`src/psbw_pkg.sv`:
```
/*
 package of constants for the pseudo-static ram host controller.
 assumes a 250 MHz controller clock and an asynchronous 1M x 16 memory outside.
*/
// Functional notes
// - address changes only with cs or we high
// - never drive data while memory drives pins
// - keep write cycle within min and max
// - same-address write bursts total at most 10 us
// - read then write other lane, 10000 ns
// - write then read other lane, 10 us
// - each mixed cycle within own min/max
// - write cycle 85/95 ns min, 10000 ns max
package psbw_pkg;
   localparam int unsigned CLK_PERIOD_NS = 4;
   localparam int unsigned WRITE_CYCLE_MIN_FAST_NS = 85;
   localparam int unsigned WRITE_CYCLE_MIN_SLOW_NS = 95;
   localparam int unsigned CYCLE_MAX_NS = 10000;
   localparam int unsigned SAME_ADDR_SUM_MAX_NS = 10000;
   localparam int unsigned SETUP_NS = 20;
   localparam int unsigned RECOVERY_NS = 20;
   localparam int unsigned DATA_HOLD_NS = 0;
   // least times round up, longest times round down
   localparam int unsigned WC_MIN_FAST_CYC = (WRITE_CYCLE_MIN_FAST_NS + CLK_PERIOD_NS - 1) / CLK_PERIOD_NS;
   localparam int unsigned WC_MIN_SLOW_CYC = (WRITE_CYCLE_MIN_SLOW_NS + CLK_PERIOD_NS - 1) / CLK_PERIOD_NS;
   localparam int unsigned CYCLE_MAX_CYC = CYCLE_MAX_NS / CLK_PERIOD_NS;
   localparam int unsigned SUM_MAX_CYC = SAME_ADDR_SUM_MAX_NS / CLK_PERIOD_NS;
   localparam int unsigned SETUP_CYC = (SETUP_NS + CLK_PERIOD_NS - 1) / CLK_PERIOD_NS;
   localparam int unsigned RECOVERY_CYC = (RECOVERY_NS + CLK_PERIOD_NS - 1) / CLK_PERIOD_NS;
   localparam int unsigned ADDR_W = 20;
   localparam int unsigned DATA_W = 16;
   localparam int unsigned CNT_W = 14;
   typedef enum logic [2:0] {
      PSBW_IDLE,
      PSBW_SETUP,
      PSBW_WRITE,
      PSBW_READ,
      PSBW_RECOVER
   } psbw_state_t;
endpackage

```
`src/psbw_host.sv`:
```
/*
 host controller for an asynchronous 1M x 16 pseudo-static ram.
 takes one request at a time (read or byte-lane write) and drives the memory pins.
 assumes the memory's data pins return through two synchronising flip-flops.
*/
`timescale 1ns/1ns
`default_nettype none
module psbw_host
   import psbw_pkg::*;
#(
   parameter int unsigned WC_MIN_CYC = WC_MIN_SLOW_CYC,
   parameter int unsigned SAME_ADDR_MAX_CYC = SUM_MAX_CYC
) (
   // clock and reset
   input wire logic MCLK_I,
   input wire logic RESETN_I,
   // user request
   input wire logic REQ_VALID_I,
   input wire logic REQ_WRITE_I,
   input wire logic [ADDR_W-1:0] REQ_ADDR_I,
   input wire logic [DATA_W-1:0] REQ_WDATA_I,
   input wire logic [1:0] REQ_LANE_I,
   output logic REQ_READY_O,
   output logic RSP_VALID_O,
   output logic [DATA_W-1:0] RSP_RDATA_O,
   // memory pins
   output logic [ADDR_W-1:0] MEM_ADDR_O,
   output logic MEM_CS_N_O,
   output logic MEM_WE_N_O,
   output logic MEM_OE_N_O,
   output logic LOW_BYTE_LANE_N_O,
   output logic HIGH_BYTE_LANE_N_O,
   output logic [DATA_W-1:0] MEM_DQ_O,
   output logic [DATA_W-1:0] MEM_DQ_OE_N_O,
   input wire logic [DATA_W-1:0] MEM_DQ_I
);
   psbw_state_t state_reg, state_next;
   logic [CNT_W-1:0] cnt_reg;
   logic [CNT_W-1:0] burst_reg;
   logic burst_live_reg;
   logic [DATA_W-1:0] dq_meta_reg, dq_sync_reg;
   logic write_reg;
   logic [1:0] lane_reg;

   // -----------------------------------------------------------------
   // decode
   // -----------------------------------------------------------------
   wire take = (state_reg == PSBW_IDLE) && REQ_VALID_I;
   // same address with cs held low continues a burst; its total is capped
   wire same_addr = burst_live_reg && (REQ_ADDR_I == MEM_ADDR_O);
   // checked one cycle before the idle slot: the next cycle adds setup, phase, recovery and two edges
   wire burst_room = (32'(burst_reg) + SETUP_CYC + WC_MIN_CYC + RECOVERY_CYC + 2) <= SAME_ADDR_MAX_CYC;
   wire cont_burst = same_addr && burst_room;
   wire cnt_done = (32'(cnt_reg) + 1) >= WC_MIN_CYC;
   wire setup_done = (32'(cnt_reg) + 1) >= SETUP_CYC;
   wire rec_done = (32'(cnt_reg) + 1) >= RECOVERY_CYC;
   wire [1:0] lane_n = ~lane_reg;

   always_comb begin
      state_next = state_reg;
      unique case (state_reg)
         PSBW_IDLE: if (take) state_next = PSBW_SETUP;
         PSBW_SETUP: if (setup_done) state_next = write_reg ? PSBW_WRITE : PSBW_READ;
         PSBW_WRITE: if (cnt_done) state_next = PSBW_RECOVER;
         PSBW_READ: if (cnt_done) state_next = PSBW_RECOVER;
         PSBW_RECOVER: if (rec_done) state_next = PSBW_IDLE;
      endcase
   end

   // -----------------------------------------------------------------
   // sequencing
   // -----------------------------------------------------------------
   always_ff @(posedge MCLK_I or negedge RESETN_I) begin
      if (!RESETN_I) begin
         state_reg <= PSBW_IDLE;
         cnt_reg <= '0;
      end else begin
         state_reg <= state_next;
         cnt_reg <= (state_next != state_reg) ? '0 : cnt_reg + 1'b1;
      end
   end

   // burst time keeps running while cs stays low over same-address cycles
   always_ff @(posedge MCLK_I or negedge RESETN_I) begin
      if (!RESETN_I) begin
         burst_reg <= '0;
         burst_live_reg <= 1'b0;
      end else if (take && MEM_CS_N_O) begin
         // cs went high in the idle slot, so the span count starts over
         burst_reg <= '0;
         burst_live_reg <= 1'b1;
      end else if (state_reg != PSBW_IDLE) begin
         burst_reg <= burst_reg + 1'b1;
      end else if (!REQ_VALID_I) begin
         burst_live_reg <= 1'b0; // idle: release cs, burst ends
      end else begin
         burst_reg <= burst_reg + 1'b1;
      end
   end

   always_ff @(posedge MCLK_I or negedge RESETN_I) begin
      if (!RESETN_I) begin
         write_reg <= 1'b0;
         lane_reg <= '0;
         MEM_ADDR_O <= '0;
         MEM_DQ_O <= '0;
      end else if (take) begin
         write_reg <= REQ_WRITE_I;
         lane_reg <= REQ_LANE_I;
         // address moves only in idle, where we is high and cs is high or stays idle
         MEM_ADDR_O <= REQ_ADDR_I;
         MEM_DQ_O <= REQ_WDATA_I;
      end
   end

   // -----------------------------------------------------------------
   // memory strobes
   // -----------------------------------------------------------------
   wire in_cycle = (state_next != PSBW_IDLE);
   wire hold_cs = (state_next == PSBW_IDLE) && burst_live_reg && REQ_VALID_I && cont_burst;
   wire we_next = !(state_next == PSBW_WRITE);
   wire oe_next = !(state_next == PSBW_READ);
   wire strobe = (state_next == PSBW_WRITE) || (state_next == PSBW_READ);

   always_ff @(posedge MCLK_I or negedge RESETN_I) begin
      if (!RESETN_I) begin
         MEM_CS_N_O <= 1'b1;
         MEM_WE_N_O <= 1'b1;
         MEM_OE_N_O <= 1'b1;
         LOW_BYTE_LANE_N_O <= 1'b1;
         HIGH_BYTE_LANE_N_O <= 1'b1;
         MEM_DQ_OE_N_O <= '1;
      end else begin
         MEM_CS_N_O <= !(in_cycle || hold_cs);
         MEM_WE_N_O <= we_next;
         MEM_OE_N_O <= oe_next;
         LOW_BYTE_LANE_N_O <= strobe ? lane_n[0] : 1'b1;
         HIGH_BYTE_LANE_N_O <= strobe ? lane_n[1] : 1'b1;
         // drive data only during the write phase, when oe is high
         MEM_DQ_OE_N_O <= (state_next == PSBW_WRITE) ? '0 : '1;
      end
   end

   // -----------------------------------------------------------------
   // read data return
   // -----------------------------------------------------------------
   always_ff @(posedge MCLK_I or negedge RESETN_I) begin
      if (!RESETN_I) begin
         dq_meta_reg <= '0;
         dq_sync_reg <= '0;
         RSP_VALID_O <= 1'b0;
         RSP_RDATA_O <= '0;
         REQ_READY_O <= 1'b0;
      end else begin
         dq_meta_reg <= MEM_DQ_I;
         dq_sync_reg <= dq_meta_reg;
         REQ_READY_O <= (state_next == PSBW_IDLE);
         // sample at the end of the read; sync lag is covered by the cycle minimum
         RSP_VALID_O <= (state_reg == PSBW_READ) && cnt_done;
         if ((state_reg == PSBW_READ) && cnt_done) begin
            RSP_RDATA_O[7:0] <= lane_reg[0] ? dq_sync_reg[7:0] : 8'h00;
            RSP_RDATA_O[15:8] <= lane_reg[1] ? dq_sync_reg[15:8] : 8'h00;
         end
      end
   end
endmodule
`default_nettype wire

```
`config.mk`:
```
export PLATFORM = sky130hd
export DESIGN_NAME = psbw_host
export DESIGN_NICKNAME = d
export VERILOG_FILES = /design/src/psbw_pkg.sv /design/src/psbw_host.sv
export SDC_FILE = /design/constraint.sdc
export NUM_CORES = 1
export LEC_CHECK = 0
export ABC_CLOCK_PERIOD_IN_PS = 2800
export BUFFER_PORTS_ARGS = -buffer_cell sky130_fd_sc_hd__buf_2
export CORE_UTILIZATION = 50
export CTS_BUF_LIST = sky130_fd_sc_hd__clkbuf_2
export CTS_CLUSTER_DIAMETER = 60
export DETAILED_ROUTE_END_ITERATION = 6
export MAX_ROUTING_LAYER = met4
export PLACE_DENSITY = 0.87
export SLEW_MARGIN = 20
export SYNTH_ARGS = -nofsm -noshare
export SYNTH_HDL_FRONTEND = slang
export SYNTH_SLANG_ARGS = --single-unit
```
`constraint.sdc`:
```
create_clock -name MCLK_I -period 2.8 [get_ports MCLK_I]
set_clock_uncertainty 0.2 [all_clocks]
set_input_delay 0.14 -clock MCLK_I [delete_from_list [all_inputs] [get_ports MCLK_I]]
set_output_delay 0.14 -clock MCLK_I [all_outputs]
set_load 0.02 [all_outputs]
```
==> flow_metrics.py <==
metrics = {
    "routing": {
        "routedWlPerCell_um": 21.8,
        "postRouteAntennaNets": 0,
        "vias": 4933,
        "dr.pass1.iters": 5,
        "drt_wl_total_mm": 18.6,
        "drtIter0Drc": 359,
        "viasPerCell": 5.79,
        "drc_errors": 0,
    },
    "floorplan": {
        "dieHeight_um": 106,
        "row_count": 37,
        "fp.dieArea_um2": 11200,
        "io_pins": 133,
        "start_util": 0.519,
        "die_w_um": 106,
        "fp.coreArea_um2": 10400,
    },
    "logic_synthesis": {
        "ys.flop_type": "dfrtp_1",
        "ys_warn_count": 0,
        "synth_area_um2": 5410,
        "synth-async-reset-ratio": 1.00,
        "synth_top_family_by_area": "simple AND/OR/NAND/NOR gates",
        "synth-simple-area-share": 0.124,
        "muxShareOfSynthArea": 0.115,
        "synthCells": 453,
        "synth-xor-area-share": 0.0664,
        "synth_adder_area_share": 0.00925,
        "avgSynthCellArea_um2": 11.9,
        "yosysSeqAreaShare": 0.584,
        "synth_edf_count": 0,
        "syn_nets": 515,
        "synth_compound_area_frac": 0.0451,
        "ys_seq_elements": 126,
        "ys_types": 48,
    },
    "clock_network": {
        "clockRootBuffer": "clkbuf_2",
        "clock-sinks": 126,
        "clkTransAtPathRegs_ps": 240,
        "htreeDepth": 4,
        "numCtsBuffers": 17,
        "cts_tree": "done",
        "clockBufferDepth": 2,
        "clkLatencyLatePin_ps": 760,
    },
    "sta": {
        "slew_viol_final": 0,
        "finalCritPeriodShare": 0.991,
        "setup_viol": 0,
        "tightest_slew_ps": 607,
        "fin_tns_setup_ps": 0,
        "hold_slack_ps": 24.1,
        "hold_viol": 0,
        "fin_crit_ps": 2770,
        "max_freq_mhz": 360,
        "maxSlewHeadroom": 0.590,
    },
    "placed_design": {
        "detailed_place_hpwl_mm": 7.87,
        "gp_congestion": 0.931,
        "portBuffers": 132,
    },
    "outcome": {
        "status": "complete, no violations",
    },
    "grt": {
        "grt_util_all_layers": 0.316,
        "grt_pass1_wl_mm": 25.6,
        "overflow": 0,
        "antenna_found_initial": 0,
        "grt_max_degree": 46,
        "first_global_vias": 4987,
    },
    "final_layout": {
        "area_growth_pct": 43.0,
        "nFillCells": 600,
        "top_register": "MEM_ADDR_O",
        "num-nets-final": 764,
        "fin_util": 0.742,
        "drive_above_1_share": 0.348,
        "mostFrequentLayoutCells": "buf_2 (131), dfrtp_1 (116), dlygate4sd3_1 (114), mux2_2 (39), nand2_1 (37)",
        "largest_reg_flops": 20,
        "layout_commonest_cell": "buf_2",
    },
    "critical_path": {
        "r2r-start": "cnt_reg[2]",
        "crit_fanout": 14,
        "crit_start": "cnt_reg[2]",
        "critical_path_class": "flop to flop",
        "critPathRequiredTime_ps": 3250,
        "start_kind": "flop",
        "cp-end-kind": "flop",
        "critPathArrivalTime_ps": 3220,
    },
    "run": {
        "drv_cap": 0,
    },
    "power_and_ir_drop": {
        "powerDensity_nw_per_um2": 985,
        "ir_worst_vdd_uv": 783,
        "leakage_nw": 3.69,
        "p_total_mw": 7.61,
    },
    "hold_path": {
        "min_path_type": "input port to flop",
        "worstHoldStart": "REQ_ADDR_I[4]",
    },
}
## worst max-delay path, cell delays in order, from the launching register on
cell	delay (ps)
dfrtp_2	530
buf_4	160
and4_1	240
nand4_1	180
mux2i_1	230
nand3_1	150
buf_4	180
o32ai_1	330
nand3_1	140
buf_4	220
nor2_1	150
## per-layer routing
layer  global-route usage  vias to the layer above  wire, um
met5                    -                        -         0
met4                0.201                        0      1590
met3               0.0791                      149      1290
met2                0.555                      365      9660
met1                0.311                     2396      6060
li1                     -                     2023         -
## layout make-up
type	count	area, um^2	share of cell area
Tap cell	136	170	0.0220
Timing Repair Buffer	261	1970	0.255
Multi-Input combinational cell	268	2000	0.258
Inverter	28	105	0.0136
Sequential cell	126	3170	0.409
Antenna cell	1	2.50	0.000324
Clock inverter	14	230	0.0298
Clock buffer	18	90.1	0.0117
## cell usage after synthesis (all sizes together) (3+ instances only)
library cell  count  area share
dfrtp           121        0.56
mux2             39       0.081
nand2            38       0.026
nor2             36       0.025
inv              28       0.019
buf              22       0.031
xor2             21       0.034
xnor2            20       0.032
mux2i            18       0.033
nand3            13       0.014
o21ai            13       0.012
nand4            10       0.013
clkbuf            9      0.0062
nor3              8      0.0083
a21oi             7      0.0065
nor4              6      0.0069
dfstp             5       0.024
or3               5      0.0067
ha                4      0.0093
and3              3      0.0035
o31ai             3      0.0042
## report_power, final
part | leakage, nW | internal [mW] | switching (mW)
Combinational | 1.96 | 1.24 | 1.78
Sequential | 1.55 | 2.38 | 0.647
Clock | 0.182 | 0.703 | 0.865
## final timing paths
check / end / slack [ps] / depth (start not counted)
max in group asynchronous: MEM_ADDR_O[8] / 1570 / 4
max reg2reg: cnt_reg[2] / 30 / 10
min reg2reg: dq_sync_reg[3] / 140 / 0
max: cnt_reg[2] / 30 / 10
min in group asynchronous: dq_meta_reg[11] / 270 / 4
min: MEM_ADDR_O[4] / 20 / 3
## through the flow
stage          cell area [um^2]  worst slack [ps]  std cells
2_1_floorplan              5410              44.9        453
3_3_place_gp               6160               206        702
3_5_place_dp               6160              82.4        702
4_1_cts                    7400              23.7        825
5_1_grt                    7730             -86.9        851
6_report                   7730              25.7        852
## kinds of logic (layout without fill, tap and decap cells)
kind of cell,after synthesis,count (layout)
AOI/OAI and AO/OA,35,35
adders and majority gates,4,4
other,0,1
and+or+nand+nor,131,131
DFF,126,126
buffers and inverters,59,321
xor gates and xnor gates,41,41
muxes,57,57
## repair_timing
action                                  4_1_cts  5_1_grt
gates resized for setup                       0       15
hold buffers                                 91       24
buffers inserted                              0        1
endpoints found under the hold margin       195       24
endpoints found under the setup margin        0       39
Note: power is estimated with default switching activity, not from simulation.
